<file path="src/logic/pus_pkg.sv">
/*
  Constants, timing counts and carrier types for the power-up reset sequencer.
  Assumes the sequencer clock is the oscillator clock at 25 MHz.
*/
package pus_pkg;
  localparam int CLK_PERIOD_NS = 40;

  // power-up phases, in oscillator cycles
  localparam logic [11:0] PH_OSC_CYC = 12'h408;
  localparam logic [11:0] PH_FUSE_CYC = 12'h488;
  localparam logic [11:0] PH_PUMP_CYC = 12'h2B0;
  localparam logic [11:0] PH_BANK_CYC = 12'h269;

  // pin glitch filters: shortest accepted low pulse, rounded up
  localparam int PIN_FILT_MIN_NS = 475;
  localparam int PIN_FILT_MAX_NS = 2000;
  localparam int PIN_FILT_CYC = (PIN_FILT_MIN_NS + CLK_PERIOD_NS - 1) / CLK_PERIOD_NS;

  // supply glitch filter: widest glitch swallowed, plus one cycle
  localparam int SUP_GLITCH_MAX_NS = 1000;
  localparam int SUP_FILT_CYC = SUP_GLITCH_MAX_NS / CLK_PERIOD_NS + 1;

  // warm reset pin hold times
  localparam logic [11:0] WARM_POR_HOLD_CYC = 12'h8D0;
  localparam logic [11:0] WARM_OTHER_HOLD_CYC = 12'h020;

  localparam logic [31:0] BOOT_ADDR = 32'h00000000;
  localparam int NUM_DOMAINS = 4;

  // exception status bit positions
  localparam int EXC_POWER_UP = 15;
  localparam int EXC_WATCHDOG = 13;
  localparam int EXC_SELF_TEST = 5;
  localparam int EXC_SOFTWARE = 4;
  localparam int EXC_EXTERNAL = 3;
  // global status bit positions
  localparam int GLB_OSC_FAIL = 0;
  localparam int GLB_PLL_SLIP0 = 8;
  localparam int GLB_PLL_SLIP1 = 9;

  typedef enum logic [2:0] {
    ST_POR, ST_OSC, ST_FUSE, ST_PUMP, ST_BANK, ST_RUN
  } pus_state_t;

  // one-cycle reset-cause event pulses from the rest of the chip
  typedef struct packed {
    logic osc_fail;
    logic [1:0] pll_slip;
    logic watchdog;
    logic self_test;
    logic software;
  } pus_cause_t;
endpackage

</file>
<file path="src/logic/pus_glitch_filt.sv">
/*
  Level glitch filter: output follows the input only after the input has
  held its new level for CYC consecutive clocks.
  Assumes input is synchronous to ref_clk.
*/
`timescale 1ns/1ps
module pus_glitch_filt #(
  parameter int CYC = 12,
  parameter logic INIT = 1'b0
) (
  input wire logic ref_clk,
  input wire logic rst_b,
  input wire logic lvl_in,
  output logic lvl_out_r
);
  logic [7:0] cnt_r;

  always_ff @(posedge ref_clk or negedge rst_b) begin
    if (!rst_b) begin
      cnt_r <= 8'h00;
      lvl_out_r <= INIT;
    end else if (lvl_in == lvl_out_r) begin
      cnt_r <= 8'h00;
    end else if (cnt_r == 8'(CYC - 1)) begin
      cnt_r <= 8'h00;
      lvl_out_r <= lvl_in;
    end else begin
      cnt_r <= cnt_r + 8'h01;
    end
  end
endmodule // pus_glitch_filt

</file>
<file path="src/logic/pus_sequencer.sv">
/*
  Power-up and reset sequencer: supply monitor, reset pin filters, phased
  power-up, open-drain warm reset pin, reset cause flags, domain switching.
  Assumes all inputs synchronous to ref_clk (oscillator clock); the
  peripheral clock is taken equal to ref_clk for the warm reset hold.
*/
`timescale 1ns/1ps
module pus_sequencer (
  input wire logic ref_clk,
  input wire logic rst_b,
  input wire logic core_supply_ok,
  input wire logic core_supply_not_high,
  input wire logic io_supply_ok,
  input wire logic low_power_mode,
  input wire logic power_on_reset_n,
  input wire logic warm_reset_n_in,
  input wire pus_pkg::pus_cause_t cause_evt,
  input wire logic [15:0] exc_status_clr,
  input wire logic [9:0] glb_status_clr,
  input wire logic [pus_pkg::NUM_DOMAINS-1:0] domain_on_req,
  output logic core_power_good_r,
  output logic io_power_good_r,
  output logic pins_hiz_r,
  output logic warm_reset_out_r,
  output logic warm_reset_oe_r,
  output logic cpu_reset_n_r,
  output logic [31:0] boot_addr_r,
  output pus_pkg::pus_state_t phase_r,
  output logic [15:0] exc_status_r,
  output logic [9:0] glb_status_r,
  output logic always_on_domain_r,
  output logic [pus_pkg::NUM_DOMAINS-1:0] domain_on_r
);
  import pus_pkg::*;

  function automatic logic [11:0] ph_len(input pus_state_t s);
    case (s)
      ST_OSC: ph_len = PH_OSC_CYC - 12'd1;
      ST_FUSE: ph_len = PH_FUSE_CYC - 12'd1;
      ST_PUMP: ph_len = PH_PUMP_CYC - 12'd1;
      ST_BANK: ph_len = PH_BANK_CYC - 12'd1;
      default: ph_len = 12'd0;
    endcase
  endfunction

  logic io_ok_f, core_ok_f, core_hi_ok_f, por_pin_f, warm_pin_f;
  logic mon_io_low, mon_core_bad, por_int;
  logic por_s1_r, por_s2_r;
  pus_state_t st_r;
  logic [11:0] cnt_r, hold_r, hold_nxt;
  logic own_drive_r, ext_evt, int_evt, por_rel;
  logic [NUM_DOMAINS-1:0] domain_done_r;

  pus_glitch_filt #(.CYC(SUP_FILT_CYC), .INIT(1'b0)) u_io_filt (
    .ref_clk(ref_clk), .rst_b(rst_b), .lvl_in(io_supply_ok), .lvl_out_r(io_ok_f));
  pus_glitch_filt #(.CYC(SUP_FILT_CYC), .INIT(1'b0)) u_core_filt (
    .ref_clk(ref_clk), .rst_b(rst_b), .lvl_in(core_supply_ok), .lvl_out_r(core_ok_f));
  pus_glitch_filt #(.CYC(SUP_FILT_CYC), .INIT(1'b1)) u_corehi_filt (
    .ref_clk(ref_clk), .rst_b(rst_b), .lvl_in(core_supply_not_high),
    .lvl_out_r(core_hi_ok_f));
  pus_glitch_filt #(.CYC(PIN_FILT_CYC), .INIT(1'b0)) u_por_filt (
    .ref_clk(ref_clk), .rst_b(rst_b), .lvl_in(power_on_reset_n), .lvl_out_r(por_pin_f));
  pus_glitch_filt #(.CYC(PIN_FILT_CYC), .INIT(1'b0)) u_warm_filt (
    .ref_clk(ref_clk), .rst_b(rst_b), .lvl_in(warm_reset_n_in), .lvl_out_r(warm_pin_f));

  // monitor contributions vanish in low power mode
  assign mon_io_low = !io_ok_f && !low_power_mode;
  assign mon_core_bad = !(core_ok_f && core_hi_ok_f) && !low_power_mode;
  // no supply ordering: any one holds the sequence back
  assign por_int = !por_pin_f || mon_io_low || mon_core_bad;

  // deassertion synchronised, assertion seen two clocks later
  always_ff @(posedge ref_clk or negedge rst_b) begin
    if (!rst_b) begin
      por_s1_r <= 1'b1;
      por_s2_r <= 1'b1;
    end else begin
      por_s1_r <= por_int;
      por_s2_r <= por_s1_r;
    end
  end

  assign por_rel = (st_r == ST_POR) && !por_s2_r;

  // both power-goods follow the weaker supply
  always_ff @(posedge ref_clk or negedge rst_b) begin
    if (!rst_b) begin
      core_power_good_r <= 1'b0;
      io_power_good_r <= 1'b0;
    end else begin
      core_power_good_r <= io_ok_f && core_ok_f;
      io_power_good_r <= io_ok_f && core_ok_f;
    end
  end

  // one clock behind the filtered fault; outputs keep going high-z
  always_ff @(posedge ref_clk or negedge rst_b) begin
    if (!rst_b) begin
      pins_hiz_r <= 1'b1;
    end else begin
      pins_hiz_r <= mon_core_bad;
    end
  end

  // phase sequencer
  always_ff @(posedge ref_clk or negedge rst_b) begin
    if (!rst_b) begin
      st_r <= ST_POR;
      cnt_r <= 12'd0;
    end else if (por_s2_r) begin
      st_r <= ST_POR;
      cnt_r <= 12'd0;
    end else begin
      case (st_r)
        ST_POR: begin
          st_r <= ST_OSC;
          cnt_r <= ph_len(ST_OSC);
        end
        ST_OSC: begin
          if (cnt_r == 12'd0) begin
            st_r <= ST_FUSE;
            cnt_r <= ph_len(ST_FUSE);
          end else begin
            cnt_r <= cnt_r - 12'd1;
          end
        end
        ST_FUSE: begin
          if (cnt_r == 12'd0) begin
            st_r <= ST_PUMP;
            cnt_r <= ph_len(ST_PUMP);
          end else begin
            cnt_r <= cnt_r - 12'd1;
          end
        end
        ST_PUMP: begin
          if (cnt_r == 12'd0) begin
            st_r <= ST_BANK;
            cnt_r <= ph_len(ST_BANK);
          end else begin
            cnt_r <= cnt_r - 12'd1;
          end
        end
        ST_BANK: begin
          if (cnt_r == 12'd0) begin
            st_r <= ST_RUN;
          end else begin
            cnt_r <= cnt_r - 12'd1;
          end
        end
        ST_RUN: cnt_r <= 12'd0;
        default: begin
          st_r <= ST_POR;
          cnt_r <= 12'd0;
        end
      endcase
    end
  end

  always_ff @(posedge ref_clk or negedge rst_b) begin
    if (!rst_b) begin
      phase_r <= ST_POR;
    end else begin
      phase_r <= st_r;
    end
  end

  // our own drive reads back low; ignore the pin until it is seen high again
  always_ff @(posedge ref_clk or negedge rst_b) begin
    if (!rst_b) begin
      own_drive_r <= 1'b1;
    end else if (warm_reset_oe_r) begin
      own_drive_r <= 1'b1;
    end else if (warm_pin_f) begin
      own_drive_r <= 1'b0;
    end
  end

  assign ext_evt = !warm_pin_f && !own_drive_r && !warm_reset_oe_r;
  assign int_evt = cause_evt.osc_fail || (|cause_evt.pll_slip) || cause_evt.watchdog ||
                   cause_evt.self_test || cause_evt.software;

  // warm reset hold counter
  always_comb begin
    hold_nxt = hold_r;
    if (st_r == ST_POR) begin
      hold_nxt = WARM_POR_HOLD_CYC;
    end else if (hold_r != 12'd0) begin
      hold_nxt = hold_r - 12'd1;
    end
    if ((int_evt || ext_evt) && hold_nxt < WARM_OTHER_HOLD_CYC) begin
      hold_nxt = WARM_OTHER_HOLD_CYC;
    end
  end

  always_ff @(posedge ref_clk or negedge rst_b) begin
    if (!rst_b) begin
      hold_r <= WARM_POR_HOLD_CYC;
    end else begin
      hold_r <= hold_nxt;
    end
  end

  // open drain: the data is always low, only the enable moves
  always_ff @(posedge ref_clk or negedge rst_b) begin
    if (!rst_b) begin
      warm_reset_out_r <= 1'b0;
      warm_reset_oe_r <= 1'b1;
    end else begin
      warm_reset_out_r <= 1'b0;
      warm_reset_oe_r <= (hold_nxt != 12'd0) || (st_r != ST_RUN) || por_s2_r;
    end
  end

  // held while the pin is low for any reason, external included
  always_ff @(posedge ref_clk or negedge rst_b) begin
    if (!rst_b) begin
      cpu_reset_n_r <= 1'b0;
      boot_addr_r <= BOOT_ADDR;
    end else begin
      cpu_reset_n_r <= (st_r == ST_RUN) && !por_s2_r && (hold_nxt == 12'd0) &&
                       warm_pin_f && !ext_evt;
      boot_addr_r <= BOOT_ADDR;
    end
  end

  // cause flags: a set in the clearing cycle wins
  always_ff @(posedge ref_clk or negedge rst_b) begin
    if (!rst_b) begin
      exc_status_r <= 16'h8000;
    end else begin
      exc_status_r <= exc_status_r & ~exc_status_clr;
      if (st_r == ST_POR) begin
        exc_status_r[EXC_POWER_UP] <= 1'b1;
      end
      if (cause_evt.watchdog) begin
        exc_status_r[EXC_WATCHDOG] <= 1'b1;
      end
      if (cause_evt.self_test) begin
        exc_status_r[EXC_SELF_TEST] <= 1'b1;
      end
      if (cause_evt.software) begin
        exc_status_r[EXC_SOFTWARE] <= 1'b1;
      end
      if (ext_evt) begin
        exc_status_r[EXC_EXTERNAL] <= 1'b1;
      end
    end
  end

  always_ff @(posedge ref_clk or negedge rst_b) begin
    if (!rst_b) begin
      glb_status_r <= 10'h000;
    end else begin
      glb_status_r <= glb_status_r & ~glb_status_clr;
      if (cause_evt.osc_fail) begin
        glb_status_r[GLB_OSC_FAIL] <= 1'b1;
      end
      if (cause_evt.pll_slip[0]) begin
        glb_status_r[GLB_PLL_SLIP0] <= 1'b1;
      end
      if (cause_evt.pll_slip[1]) begin
        glb_status_r[GLB_PLL_SLIP1] <= 1'b1;
      end
    end
  end

  // domains switch only while the cpu is still in reset, once each;
  // clock gating ahead of switch-off is software's job
  always_ff @(posedge ref_clk or negedge rst_b) begin
    if (!rst_b) begin
      always_on_domain_r <= 1'b1;
      domain_on_r <= '1;
      domain_done_r <= '0;
    end else begin
      always_on_domain_r <= 1'b1;
      for (int i = 0; i < NUM_DOMAINS; i++) begin
        if (!cpu_reset_n_r && !domain_done_r[i] && domain_on_req[i] != domain_on_r[i]) begin
          domain_on_r[i] <= domain_on_req[i];
          domain_done_r[i] <= 1'b1;
        end
      end
    end
  end

  AST_DOMAIN_ONCE: assert property (@(posedge ref_clk) disable iff (!rst_b)
    $past(domain_done_r[0]) |-> $stable(domain_on_r[0]))
    else $error("domain switched twice");
  AST_PG_LOW: assert property (@(posedge ref_clk) disable iff (!rst_b)
    !(io_ok_f && core_ok_f) |=> !core_power_good_r && !io_power_good_r)
    else $error("power good high with a supply low");
  AST_IO_POR: assert property (@(posedge ref_clk) disable iff (!rst_b)
    mon_io_low |-> ##[1:3] st_r == ST_POR)
    else $error("io supply low without power-on reset");
  AST_CORE_HIZ: assert property (@(posedge ref_clk) disable iff (!rst_b)
    mon_core_bad |=> pins_hiz_r)
    else $error("core fault without high impedance");
  AST_LPM: assert property (@(posedge ref_clk) disable iff (!rst_b)
    low_power_mode && por_pin_f |-> !por_int)
    else $error("monitor reset in low power mode");
  AST_SUP_GLITCH: assert property (@(posedge ref_clk) disable iff (!rst_b)
    $fell(io_ok_f) |-> !$past(io_supply_ok, 1) && !$past(io_supply_ok, SUP_FILT_CYC))
    else $error("short supply glitch passed");
  AST_OSC_TO_FUSE: assert property (@(posedge ref_clk) disable iff (!rst_b)
    (st_r == ST_OSC && cnt_r == 12'd0 && !por_s2_r) |=>
      (st_r == ST_FUSE && cnt_r == PH_FUSE_CYC - 12'd1))
    else $error("phase order or length wrong");
  AST_CPU_REL: assert property (@(posedge ref_clk) disable iff (!rst_b)
    $rose(cpu_reset_n_r) |-> $past(st_r) == ST_RUN && boot_addr_r == BOOT_ADDR)
    else $error("cpu released early");
  AST_POR_FILT: assert property (@(posedge ref_clk) disable iff (!rst_b)
    $fell(por_pin_f) |-> !$past(power_on_reset_n, PIN_FILT_CYC))
    else $error("short power-on pulse passed");
  AST_WARM_HOLD: assert property (@(posedge ref_clk) disable iff (!rst_b)
    (st_r == ST_POR && !por_s2_r) |=> warm_reset_oe_r[*8])
    else $error("warm pin released too early");
  AST_HOLD_DRIVE: assert property (@(posedge ref_clk) disable iff (!rst_b)
    hold_r != 12'd0 |-> warm_reset_oe_r && !warm_reset_out_r)
    else $error("warm pin not driven low during hold");
  AST_WDOG_FLAG: assert property (@(posedge ref_clk) disable iff (!rst_b)
    cause_evt.watchdog |=> exc_status_r[EXC_WATCHDOG])
    else $error("watchdog cause not flagged");
  AST_OSC_FAIL: assert property (@(posedge ref_clk) disable iff (!rst_b)
    cause_evt.osc_fail |=> glb_status_r[GLB_OSC_FAIL] && warm_reset_oe_r && !cpu_reset_n_r)
    else $error("oscillator fail not handled");
endmodule // pus_sequencer

</file>
<file path="config.mk">
export PLATFORM = sky130hd
export DESIGN_NAME = pus_sequencer
export DESIGN_NICKNAME = d
export VERILOG_FILES = /design/src/logic/pus_pkg.sv /design/src/logic/pus_glitch_filt.sv /design/src/logic/pus_sequencer.sv
export SDC_FILE = /design/constraint.sdc
export NUM_CORES = 1
export LEC_CHECK = 0
export BUFFER_PORTS_ARGS = -buffer_cell sky130_fd_sc_hd__buf_2
export CAP_MARGIN = 25
export CELL_PAD_IN_SITES_DETAIL_PLACEMENT = 1
export CELL_PAD_IN_SITES_GLOBAL_PLACEMENT = 1
export CORE_MARGIN = 2
export CORE_UTILIZATION = 30
export DETAILED_ROUTE_END_ITERATION = 7
export PLACE_DENSITY_LB_ADDON = 0.25
export RECOVER_POWER = 50
export SKIP_LAST_GASP = 1
export SYNTH_ARGS = -nofsm -noshare
export SYNTH_HDL_FRONTEND = slang
export SYNTH_HIERARCHICAL = 1
export SYNTH_SLANG_ARGS = --single-unit
</file>
<file path="constraint.sdc">
create_clock -name ref_clk -period 2 [get_ports ref_clk]
set_input_delay 0 -clock ref_clk [delete_from_list [all_inputs] [get_ports ref_clk]]
set_output_delay 0 -clock ref_clk [all_outputs]
set_load 0.02 [all_outputs]
</file>
# After elaboration in Yosys (flattened, before gate mapping)

Index checks and enable logic that the tools add are counted.

Add/sub/neg operators: 7
$lt $le $gt $ge: 1
Equality and inequality tests: 26
Multiplexer cells: 35
Bitwise logic cells: 9
Reduce and logical (&&, ||, !) cells: 55

Operators by type and width:

| kind                    | count |
|---|---|
| $mux W12                | 8 |
| $mux W8                 | 10 |
| $pmux W12 S5            | 1 |
| $add A8 B1 Y8 const B   | 5 |
| $eq A8 B5 Y1 const B    | 3 |
| $logic_not A12 Y1       | 2 |
| $reduce_bool A12 Y1     | 2 |
| $sub A12 B1 Y12 const B | 2 |
| $logic_and A1 B1 Y1     | 19 |
| $ne A3 B3 Y1 const B    | 6 |
| $pmux W3 S6             | 1 |
| $and A16 B16 Y16        | 1 |
| $eq A8 B4 Y1 const B    | 2 |
| $not A16 Y16            | 1 |
| $mux W3                 | 5 |
| $logic_not A1 Y1        | 14 |
| $lt A12 B6 Y1 const B   | 1 |
| $and A10 B10 Y10        | 1 |
| $mux W1                 | 10 |
| $not A10 Y10            | 1 |
| $reduce_and A2 Y1       | 5 |
| $logic_or A1 B1 Y1      | 9 |
| $eq A3 B2 Y1 const B    | 2 |
| $eq A3 B3 Y1 const B    | 2 |
| 9 further kinds         | 20 |

Bits in registers: 116
Input bits: 44
Output and inout bits: 72
Logic and storage cells: 164

# Depth between registers and ports, before layout

Depth after elaboration: 12
Depth in mapped cells: 9
Depth with buffers taken out: 8

# Modules after synthesis

The synthesis kept the hierarchy.

By module, submodules not included:

| module                            | times used | cells each | area an instance (µm²) |
|---|---|---|---|
| pus_sequencer                     | 1          | 347        | 3,553.4 |
| pus_glitch_filt (u_por_filt ...)  | 2          | 41         | 452.9 |
| pus_glitch_filt (u_core_filt ...) | 2          | 39         | 441.7 |
| pus_glitch_filt (u_corehi_filt)   | 1          | 39         | 442.9 |

# Worst setup path before layout

Ideal clock, no wire load.

Kind: register to register
From: reg hold_r[0]
To: reg hold_r[0]
Library setup time: 0.132 ns
Data arrival time: 1.820 ns
Data required time: 1.868 ns
Path slack: 0.048 ns
Stages on the path, launching flop included: 10
Path buffers: 1
Period minus slack after synthesis: 1.952 ns
Cells stage by stage: dfrtp_1 inv_1 ha_1 nor3b_1 nand2_1 a221o_2 nor2_1 and4_1 buf_4 nor3_1

Word-level cells in the longest chain between the ends: 6

Ends and longest elaborated chain:

| item                                                          | RTL line                                   | RTL |
|---|---|---|
| start: declaration                                            | pus_sequencer.sv:50                        | `logic [11:0] cnt_r, hold_r, hold_nxt;` |
| start signal: assignment                                      | pus_sequencer.sv:199                       | `hold_r <= hold_nxt;` |
| $sub A12 B1 Y12 / $reduce_bool A12 Y1 (equally long branches) | pus_sequencer.sv:188, pus_sequencer.sv:187 |  |
| $mux W12 (*)                                                  | pus_sequencer.sv:187                       | `end else if (hold_r != 12'd0) begin` |
| $mux W12 (*)                                                  | pus_sequencer.sv:185                       | `if (st_r == ST_POR) begin` |
| $lt A12 B6 Y1                                                 | pus_sequencer.sv:190                       | `if ((int_evt \|\| ext_evt) && hold_nxt < WARM_OTHER_HOLD_CYC) begin` |
| $logic_and A1 B1 Y1                                           | pus_sequencer.sv:190                       |  |
| $mux W12 (*)                                                  | pus_sequencer.sv:190                       |  |
| named net hold_nxt[0]                                         | pus_sequencer.sv:50                        |  |

Mark *: on every way through the listed nets, which the timed path passes. The rest lies on a longest branch.
A chain may end at the register's enable or synchronous reset.

# Worst setup path after layout

From: reg hold_r[0]
To: reg hold_r[1]

The elaborated chain is that of the path after synthesis.

==> flow_summary.yaml <==
outcome:
  status: "finished clean"
floorplan:
  placement_rows: 50
  dieHeight_um: 143
  floorplan_die_width_um: 143
  die_area_um2: 20400
  initial_utilization: 0.307
  boundaryPins: 116
  core-area_um2: 18800
place:
  placed_wire_length_estimate_um: 9880
  numPortBuffers: 81
  placement.setup.worst_slack_ns: -0.100
  routabilityCongestion: 0.833
sta:
  report.final.hold_viol_count: 0
  rsz0062_at_grt: "true"
  finalSetupViolCount: 0
  worst_slew_margin_rel: 0.171
  fin_crit_sh: 0.997
  setup_slack_ns: 0.00627
  slew_violations: 0
  final_period_minus_worst_setup_slack_ns: 1.99
  worst-slew-pin-transition_ns: 1.24
  max_freq_mhz: 502
  fin_skew_ns: 0.00685
synth:
  post_synth_inst_count: 546
  postSynth.topFlopCell: "sky130_fd_sc_hd__dfrtp_1"
  ys.warnings.count: 6
  synth.yosys.seq_area_share: 0.505
  synthDominantCellAreaShare: 0.437
  synthesis.area_per_instance_um2: 10.6
  ys_top_cells_by_area: "sky130_fd_sc_hd__dfrtp_1, sky130_fd_sc_hd__dfstp_2, sky130_fd_sc_hd__buf_4"
  synthArstFlopShare: 1.00
  mappedNetlistArea_um2: 5790
  yosysUniqueCellTypes: 62
  post-synth-top-area-cell: "sky130_fd_sc_hd__dfrtp_1"
  yosys_register_bits: 116
  synth_enable_flop_cells: 0
job:
  maxCapViolCount: 0
cts:
  buffer_depth_of_the_longest_clock_path: 2
  htree_levels: 4
  worstSkewPairLatency_ns: 0.42
  clk_transition_reported_paths_ns: 0.05
  root_buffer: "sky130_fd_sc_hd__clkbuf_16"
  cts_made_buffers: 17
  tritoncts: "done"
  clk_sink_count: 116
grt:
  globalRouteTotalUtil: 0.148
  grt_first_pass_wirelength_um: 24000
  global_route_congestion_overflow_total: 0
  first_global_vias: 4808
  initial_antenna_violation_count: 0
  grt_start_max_net_pins: 68
detailed_routing:
  finalWirelength_um: 14100
  dr.pass1.iters: 4
  post_route_drc_violation_count: 0
  routedWlPerCell_um: 14.3
  detail_route.iter0.violations: 242
  antenna_left: 0
  routed_via_density: 4.63
  via_count: 4551
pwr:
  leakage_uw: 0.00357
  power.ir.vdd_worst_v: 0.000589
  internal_power_uw: 4510
  power.share.sequential: 0.417
  switchingPower_uw: 1370
  power.combinational.fraction: 0.075
  power_density_nw_per_um2: 760
  power.total_uw: 5890
  swShare: 0.233
  p_clk_frac: 0.508
cells_and_area:
  fill_cells: 2077
  insertedDiodeCount: 0
  areaGrowthSynthToFinish_pct: 33.8
  combined_area_of_the_multi_input_logic_cells_um2: 2740
  fin_nets: 767
  area_taken_by_flip_flops_and_latches_um2: 2920
  post_route_cells_drive_above_1_share: 0.299
critical_path:
  cp_num_buf_inv: 2
  startpoint: "hold_r[0]"
  cpPeakStageDelay_ns: 0.40
  crit_family: "simple AND/OR/NAND/NOR gates"
  rr_startpoint: "hold_r[0]"
  crit_path_end_kind: "register"
  timing_worst_setup_path_type: "reg -> reg"
  cp_max_fo: 6
  crit_required_ns: 2.30
  worst_setup_path_start_kind: "register"
  critPathSlowestCell: "sky130_fd_sc_hd__dfrtp_1"
  critPathArrivalTime_ns: 2.29
  timing.critical_path.cells: "inv_2 -> ha_4 -> nor3b_2 -> buf_4 -> nand2_1 -> a221o_2 -> nor2_4 -> and4_4 -> nor3_2"
worst_hold_path:
  hold_path_class: "in -> reg"
  hold_start: "cause_evt[3]"
## placed cells by master, fill, tap and decap left out, types with 6 or more instances in the layout
cell type / count
sky130_fd_sc_hd__a21o_1: 8
sky130_fd_sc_hd__a21oi_1: 29
sky130_fd_sc_hd__buf_2: 79
sky130_fd_sc_hd__buf_4: 30
sky130_fd_sc_hd__clkbuf_16: 17
sky130_fd_sc_hd__clkinv_2: 6
sky130_fd_sc_hd__conb_1: 34
sky130_fd_sc_hd__dfrtp_1: 99
sky130_fd_sc_hd__dfstp_2: 14
sky130_fd_sc_hd__dlygate4sd3_1: 43
sky130_fd_sc_hd__ha_1: 12
sky130_fd_sc_hd__inv_1: 19
sky130_fd_sc_hd__mux2_2: 10
sky130_fd_sc_hd__nand2_1: 28
sky130_fd_sc_hd__nand3_1: 24
sky130_fd_sc_hd__nor2_1: 59
sky130_fd_sc_hd__nor2b_1: 20
sky130_fd_sc_hd__nor3_1: 8
sky130_fd_sc_hd__nor3_2: 6
sky130_fd_sc_hd__o21ai_0: 22
sky130_fd_sc_hd__or3_1: 10
sky130_fd_sc_hd__xnor2_1: 17
sky130_fd_sc_hd__xor2_1: 20
## kinds of logic (layout without fill, tap and decap cells)
kind of cell | after synthesis | after routing | share of synthesized area
AOI/OAI and AO/OA | 94 | 94 | 0.120
xor gates and xnor gates | 37 | 37 | 0.0560
adders and majority gates | 14 | 14 | 0.0303
buffers and inverters | 66 | 210 | 0.0681
DFF | 116 | 116 | 0.505
muxes | 13 | 13 | 0.0247
other | 2 | 34 | 0.00130
and+or+nand+nor | 204 | 204 | 0.195
## layout make-up
class | count | share of cell area
sequential | 116 | 0.378
tap | 260 | 0.0420
clock buffer | 22 | 0.0613
timing repair buffer | 157 | 0.141
multi-input combinational | 396 | 0.354
inverter | 21 | 0.0102
clock inverter | 10 | 0.0137
## metal layers
layer,GRT usage,part of all wire
met1,0.186,0.44
met5,0,0
met4,0.0485,0.011
met3,0.0352,0.031
met2,0.252,0.52
## flip-flops by register name, summed over array words and instances, names as in the netlist, 3 cells and up
name / count
u_warm_filt/cnt_r: 8
domain_done_r: 4
hold_r: 12
u_core_filt/cnt_r: 8
exc_status_r: 16
domain_on_r: 4
u_corehi_filt/cnt_r: 8
phase_r: 3
u_por_filt/cnt_r: 8
st_r: 3
u_io_filt/cnt_r: 8
cnt_r: 12
glb_status_r: 10
## cell usage after synthesis, drive strengths merged (3+ instances only)
| cell | instances |
|---|---|
| xor2 | 20 |
| nand4 | 3 |
| a21oi | 30 |
| o21ai | 22 |
| o31ai | 9 |
| or3 | 14 |
| dfstp | 15 |
| or4b | 4 |
| ha | 14 |
| inv | 21 |
| a21boi | 4 |
| and3 | 5 |
| dfrtp | 101 |
| o21bai | 4 |
| xnor2 | 17 |
| buf | 38 |
| mux2i | 3 |
| nor2 | 61 |
| a21o | 8 |
| nor4 | 8 |
| clkbuf | 7 |
| nand2 | 28 |
| or4 | 3 |
| nor2b | 20 |
| nor3 | 15 |
| nand3 | 26 |
| a2111oi | 3 |
| mux2 | 10 |
## worst paths after layout
| check | to | cells past startpoint | slack [ns] |
|---|---|---|---|
| worst max register to register | hold_r[1] | 9 | 0.006 |
| worst min-delay path | warm_reset_oe_r | 7 | 0.26 |
| max in group asynchronous | hold_r[3] | 3 | 0.38 |
| min in group asynchronous | cnt_r[7] | 2 | 0.37 |
| worst min register to register | por_s2_r | 0 | 0.39 |
| worst max-delay path | hold_r[1] | 9 | 0.006 |
## what timing repair did
item                       in CTS  in global routing
hold endpoints to repair      188                  0
resized for setup               2                 33
setup buffers                   0                  2
hold buffers                   43                  0
pin swaps                       0                  7
setup endpoints to repair       6                 18
## through the flow
stage | hold WS [ns] | utilization | area, um^2 | TNS, ns | instances
after CTS | 0.0168 | 0.403 | 7590 | 0 | 981
final | 0.260 | 0.411 | 7740 | 0 | 982
after global routing | 0.253 | 0.411 | 7740 | -0.470 | 982
after global placement | -0.0814 | 0.349 | 6580 | -0.134 | 906
after detailed placement | -0.0759 | 0.349 | 6580 | -0.425 | 906
after floorplan | -0.296 | - | 5910 | 0 | 578
## power groups by stage
stage                     clock network, uW  registers, uW  logic (uW)
final                                  2990           2460         439
after global routing                   3200           2460         486
after CTS                              3090           2460         443
after detailed placement                  0           2500         374
after global placement                    0           2490         362
after floorplan                           0           2520         235
## tightest hold or removal path: stages
cell and delay (ns):
sky130_fd_sc_hd__buf_2 0.11, sky130_fd_sc_hd__nor4_4 0.05, sky130_fd_sc_hd__buf_4 0.13, sky130_fd_sc_hd__nand3_2 0.09, sky130_fd_sc_hd__or4bb_4 0.14, sky130_fd_sc_hd__a2111oi_4 0.04, sky130_fd_sc_hd__nand3_1 0.08
No activity file was read; power rests on OpenSTA's default activity.
